### config.mk
export PLATFORM = sky130hd
export DESIGN_NAME = burst_trigger_sequencer
export DESIGN_NICKNAME = d
export VERILOG_FILES = /design/src/burst_trigger_pkg.sv /design/src/burst_trigger_sequencer.sv
export SDC_FILE = /design/constraint.sdc
export NUM_CORES = 1
export LEC_CHECK = 0
export BUFFER_PORTS_ARGS = -buffer_cell sky130_fd_sc_hd__buf_2
export CAP_MARGIN = 5
export CORE_UTILIZATION = 63
export DETAILED_ROUTE_END_ITERATION = 8
export PLACE_DENSITY = 0.86
export RECOVER_POWER = 100
export SLEW_MARGIN = 15
export SYNTH_ARGS = -nofsm -noshare
export SYNTH_HDL_FRONTEND = slang
export SYNTH_SLANG_ARGS = --single-unit
### constraint.sdc
create_clock -name sys_clk -period 9.17 [get_ports sys_clk]
set_clock_uncertainty 0.1 [all_clocks]
set_input_delay 0.917 -clock sys_clk [delete_from_list [all_inputs] [get_ports sys_clk]]
set_output_delay 0.917 -clock sys_clk [all_outputs]
set_load 0.01 [all_outputs]
### src/burst_trigger_pkg.sv
// Constants and types shared by the burst trigger sequencer
package burst_trigger_pkg;

	// ----------------------------------------------------------------
	// Register map (word addresses, byte address = 4 x word)
	// ----------------------------------------------------------------
	localparam logic [3:0] reg_control = 4'h0; // Styles, gates, commands
	localparam logic [3:0] reg_burst_length = 4'h1; // Exposure count, 0 = endless
	localparam logic [3:0] reg_shutter_us = 4'h2; // First shutter time
	localparam logic [3:0] reg_second_shutter_us = 4'h3; // Second shutter time
	localparam logic [3:0] reg_trig_lag_us = 4'h4; // Trigger lag
	localparam logic [3:0] reg_width_filter_min_us = 4'h5; // Minimum accepted width
	localparam logic [3:0] reg_accepted_count = 4'h6; // Accepted trigger count
	localparam logic [3:0] reg_status = 4'h7; // Sequencer state

	// ----------------------------------------------------------------
	// Control word field positions
	// ----------------------------------------------------------------
	localparam int ctl_style_lo = 0; // burst_style, 2 bits
	localparam int ctl_policy = 2; // burst_end_policy
	localparam int ctl_source = 3; // shutter_source
	localparam int ctl_origin_lo = 4; // trig_origin, 3 bits
	localparam int ctl_block = 7; // trig_block
	localparam int ctl_filter = 8; // width_filter_on
	localparam int ctl_mult_lo = 9; // second_width_multiplier, 5 bits
	localparam int ctl_abort = 16; // burst_abort command, write 1
	localparam int ctl_clear = 17; // accepted_count_clear command, write 1
	localparam int ctl_soft = 18; // Software trigger command, write 1

	// ----------------------------------------------------------------
	// Encodings and reset values
	// ----------------------------------------------------------------
	localparam logic [1:0] style_off = 2'h0;
	localparam logic [1:0] one_time_repeat = 2'h1;
	localparam logic [1:0] two_time_alternate = 2'h2;
	localparam logic count_limited = 1'h0;
	localparam logic while_asserted = 1'h1;
	localparam logic edge_timed = 1'h0;
	localparam logic pulse_width_timed = 1'h1;
	localparam logic [2:0] origin_line1 = 3'h0;
	localparam logic [2:0] origin_line2 = 3'h1;
	localparam logic [2:0] origin_soft = 3'h4;
	localparam logic [15:0] burst_length_rst = 16'h0001;
	localparam logic [15:0] burst_length_max = 16'hfffd;
	localparam logic [22:0] shutter_rst = 23'h002580;
	localparam logic [22:0] second_shutter_rst = 23'h01481e;
	localparam logic [22:0] shutter_min = 23'h000001;
	localparam logic [22:0] shutter_max = 23'h5b8d80;
	localparam logic [22:0] lag_rst = 23'h000000;
	localparam logic [22:0] lag_max = 23'h3d0900;
	localparam logic [22:0] filter_min_rst = 23'h000001;
	localparam logic [22:0] filter_min_max = 23'h1e8480;
	localparam logic [30:0] count_top = 31'h7fffffff;
	localparam logic [4:0] mult_rst = 5'h01;

	// ----------------------------------------------------------------
	// Time base
	// ----------------------------------------------------------------
	localparam int clk_mhz = 100; // System clock rate
	localparam int tick_us = 1; // Tick period in microseconds
	localparam int tick_cycles = tick_us * clk_mhz; // Cycles per tick
	localparam logic [6:0] tick_last = 7'(tick_cycles - 1);

	// Sequencer states
	typedef enum logic [2:0] {
		st_idle, st_qualify, st_lag, st_measure, st_expose, st_gap
	} seq_state_t;

endpackage

### src/burst_trigger_sequencer.sv
// Trigger qualification and burst exposure sequencer with Avalon-MM registers
//
// The placing of the registers and the Avalon-MM register port were left to the implementer.
`timescale 1ns/10ps
// Summary of operation
// - Burst style off, repeat one, alternate two
// - Repeat: shutter time, or pulse width
// - Edge alternate: first then second shutter
// - Width alternate: width then width times multiplier
// - Count limited: exactly burst length exposures
// - While asserted: repeat while trigger active
// - While asserted only under edge timing
// - Burst length 0..65533, reset 1, 0 endless
// - Abort command ends repeated exposures
// - Second shutter 1..6000000 us, reset 83998
// - Multiplier only 1, 2, 4, 8, 16
// - While asserted ends on release or count
// - Block set ignores all triggers
// - Trigger lag 0..4000000 us, reset 0
// - Count only accepted triggers
// - Counter wraps to 0 at top
// - Clear command zeroes counter
// - Filter drops pulses shorter than minimum
// - Filter off at reset, min 1..2000000
// - Filtered exposure starts after minimum width
// - No exposure for rejected pulses
// - Shutter source: edge timed or pulse width
// - Origin: line one, line two, software
module burst_trigger_sequencer
	import burst_trigger_pkg::*;
(
	input wire logic sys_clk,
	input wire logic nrst,
	input wire logic [5:0] avs_address,
	input wire logic avs_read,
	input wire logic avs_write,
	input wire logic [31:0] avs_writedata,
	input wire logic [3:0] avs_byteenable,
	output logic [31:0] avs_readdata,
	output logic avs_waitrequest,
	input wire logic trig_line1,
	input wire logic trig_line2,
	output logic exposure,
	output logic second_exposure
);

	// ----------------------------------------------------------------
	// State record
	// ----------------------------------------------------------------
	typedef struct packed {
		logic [1:0] sync1; // First synchroniser stage
		logic [1:0] sync2; // Second synchroniser stage
		logic trig_prev; // Trigger level last cycle
		logic [6:0] div; // Tick divider
		logic tick; // One microsecond pulse
		logic ack; // Bus answer cycle
		logic [31:0] rdata; // Read data
		logic [1:0] style;
		logic policy;
		logic source;
		logic [2:0] origin;
		logic block;
		logic filter;
		logic [4:0] mult;
		logic [15:0] burst_length;
		logic [22:0] shutter_us;
		logic [22:0] second_shutter_us;
		logic [22:0] lag_us;
		logic [22:0] filter_min_us;
		logic [30:0] count; // Accepted triggers
		seq_state_t st;
		logic [27:0] timer; // Microsecond timer
		logic [27:0] width; // Measured pulse width
		logic [15:0] done; // Exposures finished
		logic phase; // 1 while second exposure
		logic expo; // Exposure output
		logic sec; // Second exposure output
	} state_t;

	state_t r;
	state_t next_r;

	logic trig_now; // Selected trigger level
	logic trig_rise; // Active edge
	logic bus_wr; // Write accepted this cycle
	logic abort_cmd;
	logic clear_cmd;
	logic soft_cmd;
	logic accept; // Trigger accepted
	logic last_exp; // Burst has finished its count
	logic [27:0] exp_len; // Length of the coming exposure
	logic [3:0] word; // Register word index

	// ----------------------------------------------------------------
	// Bus decode and commands
	// ----------------------------------------------------------------
	// One wait state on every access, commands are write-1 pulses
	assign word = avs_address[5:2];
	assign bus_wr = avs_write && r.ack && avs_byteenable == 4'hf;
	assign abort_cmd = bus_wr && word == reg_control && avs_writedata[ctl_abort];
	assign clear_cmd = bus_wr && word == reg_control && avs_writedata[ctl_clear];
	assign soft_cmd = bus_wr && word == reg_control && avs_writedata[ctl_soft];
	assign avs_waitrequest = (avs_read || avs_write) && !r.ack;
	assign avs_readdata = r.rdata;
	assign exposure = r.expo;
	assign second_exposure = r.sec;

	// ----------------------------------------------------------------
	// Trigger path
	// ----------------------------------------------------------------
	// Origin selector; software pulse behaves as a one cycle trigger
	always_comb begin
		unique case (r.origin)
			origin_line1: trig_now = r.sync2[0];
			origin_line2: trig_now = r.sync2[1];
			origin_soft: trig_now = soft_cmd;
			default: trig_now = 1'b0;
		endcase
	end
	// A blocked trigger never forms an edge
	assign trig_rise = trig_now && !r.trig_prev && !r.block;

	// Count of exposures reached (0 means endless)
	assign last_exp = r.burst_length != 16'h0000 && r.done + 16'h0001 >= r.burst_length;

	// Length of the next exposure in microseconds
	always_comb begin
		if (r.source == pulse_width_timed) begin
			if (r.phase && r.style == two_time_alternate)
				exp_len = 28'(r.width * r.mult);
			else
				exp_len = r.width;
		end else begin
			exp_len = (r.phase && r.style == two_time_alternate) ?
				28'(r.second_shutter_us) : 28'(r.shutter_us);
		end
	end

	// ----------------------------------------------------------------
	// Next state
	// ----------------------------------------------------------------
	always_comb begin
		next_r = r;
		accept = 1'b0;
		// Two flop synchronisers for the external lines
		next_r.sync1 = {trig_line2, trig_line1};
		next_r.sync2 = r.sync1;
		next_r.trig_prev = trig_now;
		// Microsecond divider
		next_r.tick = (r.div == tick_last);
		next_r.div = (r.div == tick_last) ? 7'h00 : r.div + 7'h01;
		// Bus: one wait cycle, then answer
		next_r.ack = (avs_read || avs_write) && !r.ack;
		if (avs_read && !r.ack) begin
			unique case (word)
				reg_control: next_r.rdata = 32'({r.mult, r.filter, r.block, r.origin,
					r.source, r.policy, r.style});
				reg_burst_length: next_r.rdata = 32'(r.burst_length);
				reg_shutter_us: next_r.rdata = 32'(r.shutter_us);
				reg_second_shutter_us: next_r.rdata = 32'(r.second_shutter_us);
				reg_trig_lag_us: next_r.rdata = 32'(r.lag_us);
				reg_width_filter_min_us: next_r.rdata = 32'(r.filter_min_us);
				reg_accepted_count: next_r.rdata = 32'(r.count);
				reg_status: next_r.rdata = 32'({r.done, 5'h00, r.phase, r.expo, r.st});
				default: next_r.rdata = 32'h00000000;
			endcase
		end
		// Register writes, out of range values keep the old setting
		if (bus_wr) begin
			unique case (word)
				reg_control: begin
					if (avs_writedata[ctl_style_lo +: 2] <= two_time_alternate)
						next_r.style = avs_writedata[ctl_style_lo +: 2];
					next_r.policy = avs_writedata[ctl_policy];
					next_r.source = avs_writedata[ctl_source];
					if (avs_writedata[ctl_origin_lo +: 3] inside {origin_line1, origin_line2,
						origin_soft})
						next_r.origin = avs_writedata[ctl_origin_lo +: 3];
					next_r.block = avs_writedata[ctl_block];
					next_r.filter = avs_writedata[ctl_filter];
					if (avs_writedata[ctl_mult_lo +: 5] inside {5'h01, 5'h02, 5'h04, 5'h08, 5'h10})
						next_r.mult = avs_writedata[ctl_mult_lo +: 5];
				end
				reg_burst_length:
					if (avs_writedata <= 32'(burst_length_max))
						next_r.burst_length = avs_writedata[15:0];
				reg_shutter_us:
					if (avs_writedata >= 32'(shutter_min) && avs_writedata <= 32'(shutter_max))
						next_r.shutter_us = avs_writedata[22:0];
				reg_second_shutter_us:
					if (avs_writedata >= 32'(shutter_min) && avs_writedata <= 32'(shutter_max))
						next_r.second_shutter_us = avs_writedata[22:0];
				reg_trig_lag_us:
					if (avs_writedata <= 32'(lag_max))
						next_r.lag_us = avs_writedata[22:0];
				reg_width_filter_min_us:
					if (avs_writedata >= 32'(shutter_min) && avs_writedata <= 32'(filter_min_max))
						next_r.filter_min_us = avs_writedata[22:0];
				default: ;
			endcase
		end
		// Sequencer
		unique case (r.st)
			st_idle: begin
				next_r.done = 16'h0000;
				next_r.phase = 1'b0;
				next_r.timer = 28'h0000000;
				next_r.width = 28'h0000000;
				if (trig_rise) begin
					if (r.filter)
						next_r.st = st_qualify;
					else begin
						accept = 1'b1;
						next_r.st = st_lag;
					end
				end
			end
			// Pulse must stay active for the minimum width
			st_qualify: begin
				if (!trig_now)
					next_r.st = st_idle;
				else if (r.tick) begin
					next_r.timer = r.timer + 28'h0000001;
					next_r.width = r.width + 28'h0000001;
					if (r.timer + 28'h0000001 >= 28'(r.filter_min_us)) begin
						accept = 1'b1;
						next_r.timer = 28'h0000000;
						next_r.st = st_lag;
					end
				end
			end
			st_lag: begin
				if (r.source == pulse_width_timed && r.tick && trig_now)
					next_r.width = r.width + 28'h0000001;
				if (r.timer >= 28'(r.lag_us)) begin
					next_r.timer = 28'h0000000;
					next_r.st = (r.source == pulse_width_timed) ? st_measure : st_expose;
					next_r.expo = 1'b1;
				end else if (r.tick)
					next_r.timer = r.timer + 28'h0000001;
			end
			// Width timed first exposure follows the trigger level
			st_measure: begin
				if (!trig_now) begin
					next_r.expo = 1'b0;
					next_r.timer = 28'h0000000;
					if (r.style == style_off || last_exp)
						next_r.st = st_idle;
					else begin
						next_r.done = r.done + 16'h0001;
						next_r.phase = (r.style == two_time_alternate);
						next_r.st = st_gap;
					end
				end else if (r.tick)
					next_r.width = r.width + 28'h0000001;
			end
			st_expose: begin
				if (r.tick)
					next_r.timer = r.timer + 28'h0000001;
				if (r.tick && r.timer + 28'h0000001 >= exp_len) begin
					next_r.expo = 1'b0;
					next_r.timer = 28'h0000000;
					if (r.style == style_off || last_exp)
						next_r.st = st_idle;
					else if (r.policy == while_asserted && r.source == edge_timed && !trig_now)
						next_r.st = st_idle;
					else begin
						next_r.done = r.done + 16'h0001;
						if (r.style == two_time_alternate)
							next_r.phase = !r.phase;
						next_r.st = st_gap;
					end
				end
			end
			// One cycle between exposures of a burst
			st_gap: begin
				next_r.expo = 1'b1;
				next_r.st = st_expose;
			end
			default: next_r.st = st_idle;
		endcase
		if (abort_cmd && r.st != st_idle && r.st != st_qualify) begin
			next_r.st = st_idle;
			next_r.expo = 1'b0;
		end
		// Accepted trigger counter; count wins over a clear
		if (accept)
			next_r.count = (r.count == count_top) ? 31'h00000000 : r.count + 31'h00000001;
		else if (clear_cmd)
			next_r.count = 31'h00000000;
		// Second exposure flag registered together with the exposure
		next_r.sec = next_r.expo && next_r.phase;
	end

	// ----------------------------------------------------------------
	// State register
	// ----------------------------------------------------------------
	// Synchronous reset: settings take their defaults, all else clears
	always_ff @(posedge sys_clk) begin
		if (!nrst) begin
			r <= '0;
			r.st <= st_idle;
			r.burst_length <= burst_length_rst;
			r.shutter_us <= shutter_rst;
			r.second_shutter_us <= second_shutter_rst;
			r.lag_us <= lag_rst;
			r.filter_min_us <= filter_min_rst;
			r.mult <= mult_rst;
		end else begin
			r <= next_r;
		end
	end

	// ----------------------------------------------------------------
	// Checks
	// ----------------------------------------------------------------
	block_gate_a: assert property (@(posedge sys_clk) disable iff (!nrst)
		r.block && r.st == st_idle |=> r.st == st_idle)
		else $error("trigger taken while blocked");
	count_wrap_a: assert property (@(posedge sys_clk) disable iff (!nrst)
		accept && r.count == count_top |=> r.count == 31'h00000000)
		else $error("counter did not wrap");
	count_step_a: assert property (@(posedge sys_clk) disable iff (!nrst)
		!accept && !clear_cmd |=> r.count == $past(r.count))
		else $error("counter moved without trigger");
	count_clear_a: assert property (@(posedge sys_clk) disable iff (!nrst)
		clear_cmd && !accept |=> r.count == 31'h00000000)
		else $error("counter not cleared");
	abort_stop_a: assert property (@(posedge sys_clk) disable iff (!nrst)
		abort_cmd && r.st inside {st_expose, st_gap, st_lag, st_measure} |=> !r.expo)
		else $error("abort ignored");
	filter_reject_a: assert property (@(posedge sys_clk) disable iff (!nrst)
		r.st == st_qualify && !trig_now |=> r.st == st_idle && !r.expo)
		else $error("short pulse not rejected");
	mult_legal_a: assert property (@(posedge sys_clk) disable iff (!nrst)
		$onehot(r.mult))
		else $error("illegal multiplier");
	length_range_a: assert property (@(posedge sys_clk) disable iff (!nrst)
		r.burst_length <= burst_length_max)
		else $error("burst length out of range");
	alternate_a: assert property (@(posedge sys_clk) disable iff (!nrst)
		r.st == st_expose && next_r.st == st_gap && r.style == two_time_alternate
		|=> r.phase != $past(r.phase))
		else $error("phase did not alternate");

	// Sequencer, time base and bus guards
	idle_quiet_a: assert property (@(posedge sys_clk) disable iff (!nrst)
		r.st == st_idle |-> !r.expo)
		else $error("exposure while idle");
	filter_quiet_a: assert property (@(posedge sys_clk) disable iff (!nrst)
		r.st == st_qualify |-> !r.expo)
		else $error("exposure before width accepted");
	blocked_accept_a: assert property (@(posedge sys_clk) disable iff (!nrst)
		r.block && r.st == st_idle |-> !accept)
		else $error("blocked trigger counted");
	lag_wait_a: assert property (@(posedge sys_clk) disable iff (!nrst)
		r.st == st_lag && r.timer < 28'(r.lag_us) |=> !r.expo)
		else $error("exposure before lag elapsed");
	lag_start_a: assert property (@(posedge sys_clk) disable iff (!nrst)
		accept |=> r.st == st_lag && !r.expo)
		else $error("accepted trigger skipped the lag");
	tick_align_a: assert property (@(posedge sys_clk) disable iff (!nrst)
		r.tick |-> r.div == 7'h00)
		else $error("tick out of step with divider");
	gap_resume_a: assert property (@(posedge sys_clk) disable iff (!nrst)
		r.st == st_gap && !abort_cmd |=> r.st == st_expose && r.expo)
		else $error("burst did not resume after gap");
	measure_hold_a: assert property (@(posedge sys_clk) disable iff (!nrst)
		r.st == st_measure && trig_now && !abort_cmd |=> r.expo)
		else $error("width exposure ended early");
	second_flag_a: assert property (@(posedge sys_clk) disable iff (!nrst)
		r.st == st_expose && r.phase |-> second_exposure)
		else $error("second exposure flag missing");
	bus_answer_a: assert property (@(posedge sys_clk) disable iff (!nrst)
		avs_waitrequest |=> !avs_waitrequest)
		else $error("bus answer late");

endmodule

# After elaboration in Yosys (flattened, before gate mapping)
# Cells that the tools add are included.
totals:
  ff_bits: 277
  in_bits: 48
  elab_cells: 187
classes:
  add_sub_neg: 5
  multipliers: 1
  magnitude_cmp: 10
  n_eq_ne: 40
  muxes: 45
  bitwise: 2
  n_reduce_logical: 57
op_table:
  columns: ["op", "count"]
  rows:
  - ["case mux 31 bit (8 select lines)", 1]
  - ["2-to-1 mux 28 bit", 7]
  - ["2-to-1 mux 31 bit", 6]
  - ["case mux 28 bit (5 select lines)", 1]
  - ["case mux 28 bit (4 select lines)", 1]
  - ["2-to-1 mux 59 bit", 1]
  - ["adder 28 x 1 -> 28 bit, second input constant", 2]
  - [">= comparator 28 x 23 -> 1 bit", 2]
  - ["2-to-1 mux 56 bit", 1]
  - ["2-to-1 mux 17 bit", 3]
  - ["case mux 17 bit (3 select lines)", 1]
  - ["2-to-1 mux 18 bit", 2]
  - [">= comparator 32 x 1 -> 1 bit, second input constant", 1]
  - ["less-or-equal comparator 32 x 16 -> 1 bit, second input constant", 1]
  - ["less-or-equal comparator 32 x 21 -> 1 bit, second input constant", 1]
  - ["less-or-equal comparator 32 x 22 -> 1 bit, second input constant", 1]
  - ["less-or-equal comparator 32 x 23 -> 1 bit, second input constant", 1]
  - ["adder 31 x 1 -> 31 bit, second input constant", 1]
  - ["== test 31 bit, second input constant", 1]
  - [">= comparator 28 bit", 1]
  - ["multiplier 28 x 5 -> 28 bit", 1]
  - ["inequality test 2 bit, second input constant", 12]
  - ["AND reduction 3 bit", 8]
  - ["2-to-1 mux 23 bit", 1]
  - ["43 further kinds", 102]

# Longest topological paths before layout
logic_depth:
  ltp_word: 13
  ltp_mapped: 30
  ltp_nobuf: 27

# Worst setup path before layout
# OpenSTA, ideal clock, no wires.
synth_timing:
  path_type: "reg2reg"
  startpoint: "register r[219] (netlist bit)"
  endpoint: "register r[10] (netlist bit)"
  arrival_time_ns: 6.737
  setup_slack_ns: 2.276
  path_stages_with_launch: 29
  path_buffers: 3
  period_less_slack_ns: 6.894
  path_cell_list: "dfxtp_1 -> clkbuf_1 -> clkbuf_1 -> and2_1 -> fa_1 -> fa_1 -> inv_1 -> fa_1 -> inv_1 -> ha_1 -> a21o_1 -> a21oi_1 -> o211ai_1 -> a311o_1 -> o2111ai_1 -> nand2_1 -> nor2_1 -> xor2_1 -> o22a_1 -> ha_1 -> a21o_1 -> a211o_1 -> o211ai_1 -> o311ai_0 -> o21ai_0 -> nor2_1 -> a21oi_1 -> clkbuf_1 -> a21o_1"
synth_between:
  elab_chain_len: 7
synth_rtl:
  columns: ["item", "line", "source"]
  rows:
  - ["from (decl)", "burst_trigger_sequencer.sv:80", "state_t r;"]
  - ["from (signal assigned)", "burst_trigger_sequencer.sv:310", "r <= next_r;"]
  - ["multiplier 28 x 5 -> 28 bit", "burst_trigger_sequencer.sv:130", "exp_len = 28'(r.width * r.mult);"]
  - ["2-to-1 mux 28 bit", "burst_trigger_sequencer.sv:129", "if (r.phase && r.style == two_time_alternate)"]
  - ["2-to-1 mux 28 bit", "burst_trigger_sequencer.sv:128", "if (r.source == pulse_width_timed) begin"]
  - [">= comparator 28 bit", "burst_trigger_sequencer.sv:260", "if (r.tick && r.timer + 28'h0000001 >= exp_len) begin"]
  - ["logical AND 1 bit", "burst_trigger_sequencer.sv:260", null]
  - ["inequality test 2 bit (no line)", null, null]
  - ["AND reduction 6 bit (no line)", null, null]
# No other way between the ends.
# A chain may end at the register's enable or synchronous reset.

# Worst setup path in the final report
layout_timing:
  startpoint: "register r[220] (netlist bit)"
  endpoint: "register r[6] (netlist bit)"
# Same word-level chain as after synthesis.

==> summary.txt <==
Die ar.: 32000 um^2
MaxCap Viol Count: 3
vias in the first global route: 17037
Total Routed Length: 60600 um
drt first pass iters: 9
RR Endpoint: r[6]$_SDFFE_PN0P_
VDD IR max: 0.176 mV
CP required: 9.58 ns
Core ar.: 30700 um^2
placed cell area: 20100 um^2
RSZ-0062 raised after global routing: false
worst hold start: r[265]$_SDFF_PP0_
mapped cell area: 19700 um^2
worst-path fanout max: 16
status: complete, but fails checks
total power: 2.92 mW
overall routing resource usage: 37.8%
synthesized instance count: 2348
final net count: 2569
HP Class: flip-flop to flip-flop
Leak: 8.89 nW
# IOs: 83
WP data arrival: 8.79 ns
failing checks: capacitance limit, slew limit
Chip Height: 179 um
RR Startpoint: r[220]$_SDFFE_PN0P_
worst-skew pair later-pin latency: 0.58 ns
post-CTS sizing: 0
initial antenna violation count: 2
DRC Markers: 0
P_int: 2.09 mW
H-tree depth: 1
number of flops mapped to enable cells by yosys: 0
largest net degree at the start of global routing: 92
vias per cell: 6.66
Setup crit end kind: flip-flop
Root Driver: clkbuf_16
Ys Warns: 0
final RePlAce weighted congestion: 1.02
share of cells above drive strength 1: 7.51%
IO Port Bufs: 79
pwr dens: 139 nW/um^2
post-route minimum period: 8.38 ns
Layout area overhead: 6.54%
ANT nets after route: 0
Seq pwr share: 42.9%
Final Max Slew Viols: 158
Hold Path Depth: 1
number of hold-slack violations in the final timing report: 0
Psw: 831 uW
power share of the combinational group: 13.0%
WL/cell: 22.1 um
endpoints failing setup: 0
DR iter-0 viols: 2392
fin util: 68.6%
Final Cycle Share: 91.4%
GRT overflow: 0
first-pass GRT wire length: 93600 um
Final Cell Area: 21000 um^2
clock tree buffer depth: 3
starting density of the core: 64.3%
post-synthesis register bit count: 276
CTS tree: done
hold-fix buffers at CTS: 0
TritonCTS Sinks: 276
CTS buffer count: 31
share of flip-flops with an asynchronous set or reset: 0%
clock slew at reported path FFs: 0.06 ns
dpl hpwl: 44900 um
Slew headroom: -179%
Final Hold Slack: 0.346 ns
Rows: 64
Worst-Margin Slew: 4.18 ns
worst reg2reg path depth: 25
kind of critical path: flip-flop to flip-flop
post-synthesis sequential area ratio: 28.0%
CP startpoint kind: flip-flop
endpoint with the worst hold slack: r[265]$_SDFF_PP0_
Max Fclk: 119 MHz
top_reg_cell synth: dfxtp_1
power share of the clock group: 44.0%
setup_tns: 0 ns
Die X: 179 um
Post-Syn Nets: 2596
Syn Area/Cell: 8.40 um^2
post-synthesis cell type count: 90
sw frac: 28.5%
setup bufs post-CTS: 0
FF-to-FF setup slack: 0.79 ns
detailed-route via count: 18262
-- flip-flops by register name (all words and copies together), names as in the netlist --
register	count
second_exposure	1
next_r	2
avs_readdata	31
r	241
exposure	1
-- cell usage after synthesis (all sizes together) (40+ instances only) --
| cell | instances | area [um^2] |
|---|---|---|
| a21oi | 107 | 536 |
| a22o | 40 | 350 |
| and2 | 102 | 638 |
| buf | 64 | 428 |
| clkbuf | 106 | 398 |
| dfxtp | 276 | 5530 |
| fa | 71 | 1420 |
| ha | 129 | 1610 |
| inv | 169 | 634 |
| mux2i | 97 | 975 |
| nand2 | 216 | 813 |
| nand3 | 84 | 420 |
| nand4 | 40 | 272 |
| nor2 | 202 | 758 |
| nor3 | 46 | 235 |
| o21ai | 115 | 579 |
| xnor2 | 57 | 499 |
-- power by group through the flow --
stage | Clock (mW) | Sequential (mW) | Combinational [mW]
2_1_floorplan | 0 | 1.26 | 0.268
3_5_place_dp | 0 | 1.28 | 0.373
6_report | 1.29 | 1.25 | 0.380
3_3_place_gp | 0 | 1.28 | 0.363
5_1_grt | 1.34 | 1.26 | 0.411
4_1_cts | 1.29 | 1.25 | 0.374
-- through the flow --
step                      cells  setup WS, ns
after floorplan            2348          2.28
after global placement     2684          1.49
after detailed placement   2684          1.32
after CTS                  2739          1.29
after global routing       2740         0.469
final                      2740         0.786
-- placed cells by master, fill, tap and decap left out, types with 9 or more instances in the layout --
cell / synthesis / routed
dfxtp_1: 276 / 275
nand2_1: 215 / 215
nor2_1: 202 / 201
inv_1: 169 / 169
ha_1: 129 / 129
o21ai_0: 97 / 110
a21oi_1: 107 / 107
and2_1: 102 / 97
mux2i_1: 96 / 96
nand3_1: 84 / 84
fa_1: 71 / 71
xnor2_1: 57 / 57
clkbuf_1: 106 / 46
buf_2: 15 / 45
nor3_1: 45 / 41
a22o_1: 40 / 40
xor2_1: 39 / 39
nand4_1: 38 / 38
a221oi_1: 32 / 32
and3_1: 31 / 31
clkbuf_16: 0 / 31
a21o_1: 29 / 29
a31oi_1: 25 / 25
nand2b_1: 23 / 23
buf_4: 41 / 23
mux4_2: 21 / 21
a222oi_1: 18 / 18
or3_1: 17 / 17
nor4_1: 15 / 15
nor2b_1: 15 / 14
a211oi_1: 14 / 14
or2_2: 11 / 11
a22oi_1: 11 / 11
o211ai_1: 9 / 9
o31ai_1: 9 / 9
-- worst max-delay path by stage --
stage,from,end,slack [ns],depth (start not counted)
6_report,r[220]$_SDFFE_PN0P_,r[6]$_SDFFE_PN0P_,0.79,25
4_1_cts,r[220]$_SDFFE_PN0P_,r[6]$_SDFFE_PN0P_,1.29,25
3_5_place_dp,r[220]$_SDFFE_PN0P_,r[61]$_SDFFE_PN0P_,1.32,28
3_3_place_gp,r[220]$_SDFFE_PN0P_,r[61]$_SDFFE_PN0P_,1.49,27
5_1_grt,r[220]$_SDFFE_PN0P_,r[6]$_SDFFE_PN0P_,0.47,26
2_1_floorplan,r[219]$_SDFFE_PN0P_,r[10]$_SDFFE_PN0P_,2.28,28
-- cell families after synthesis --
| family | synth area share [%] |
|---|---|
| AO/OA/AOI/OAI | 16.4 |
| XOR/XNOR | 4.26 |
| adder cells (fa/ha/maj) | 15.4 |
| buffers and inverters | 7.42 |
| flip-flops | 28.0 |
| multiplexers | 7.68 |
| other | 0.0190 |
| AND/OR/NAND/NOR | 20.8 |
-- worst max-delay path: stages, from the launching register on --
cell	delay, ns
dfxtp_1	0.85
clkbuf_1	0.47
and2_0	0.24
fa_1	0.47
fa_1	0.52
fa_1	0.49
ha_1	0.37
nand2_1	0.07
o21ai_0	0.42
nor3b_1	0.11
a221oi_1	0.46
a21oi_1	0.17
a21oi_1	0.18
xor2_1	0.08
mux4_2	0.45
inv_1	0.07
ha_1	0.14
a21oi_1	0.07
o21ai_0	0.28
o2111ai_1	0.27
o21bai_1	0.33
a2111oi_0	0.44
clkbuf_1	0.33
nor2_1	0.08
nor2_1	0.59
a22o_1	0.27
-- routing by layer --
layer | up-vias | GRT usage, % | wire [um]
met2 | 1086 | 58.2 | 26400
met5 | - | 0 | 0
met1 | 8733 | 48.6 | 23300
li1 | 8184 | - | -
met4 | 0 | 21.8 | 3970
met3 | 259 | 8.52 | 6930
-- area by class of cell --
cell class | count | area, um^2
tap | 396 | 495
clock buffer | 42 | 887
multi-input combinational | 1732 | 12800
antenna | 1 | 2.50
sequential | 276 | 5530
fill | 2459 | 9650
timing repair buffer | 110 | 556
inverter | 170 | 639
clock inverter | 13 | 160
Power figures use the tool's default switching activity.
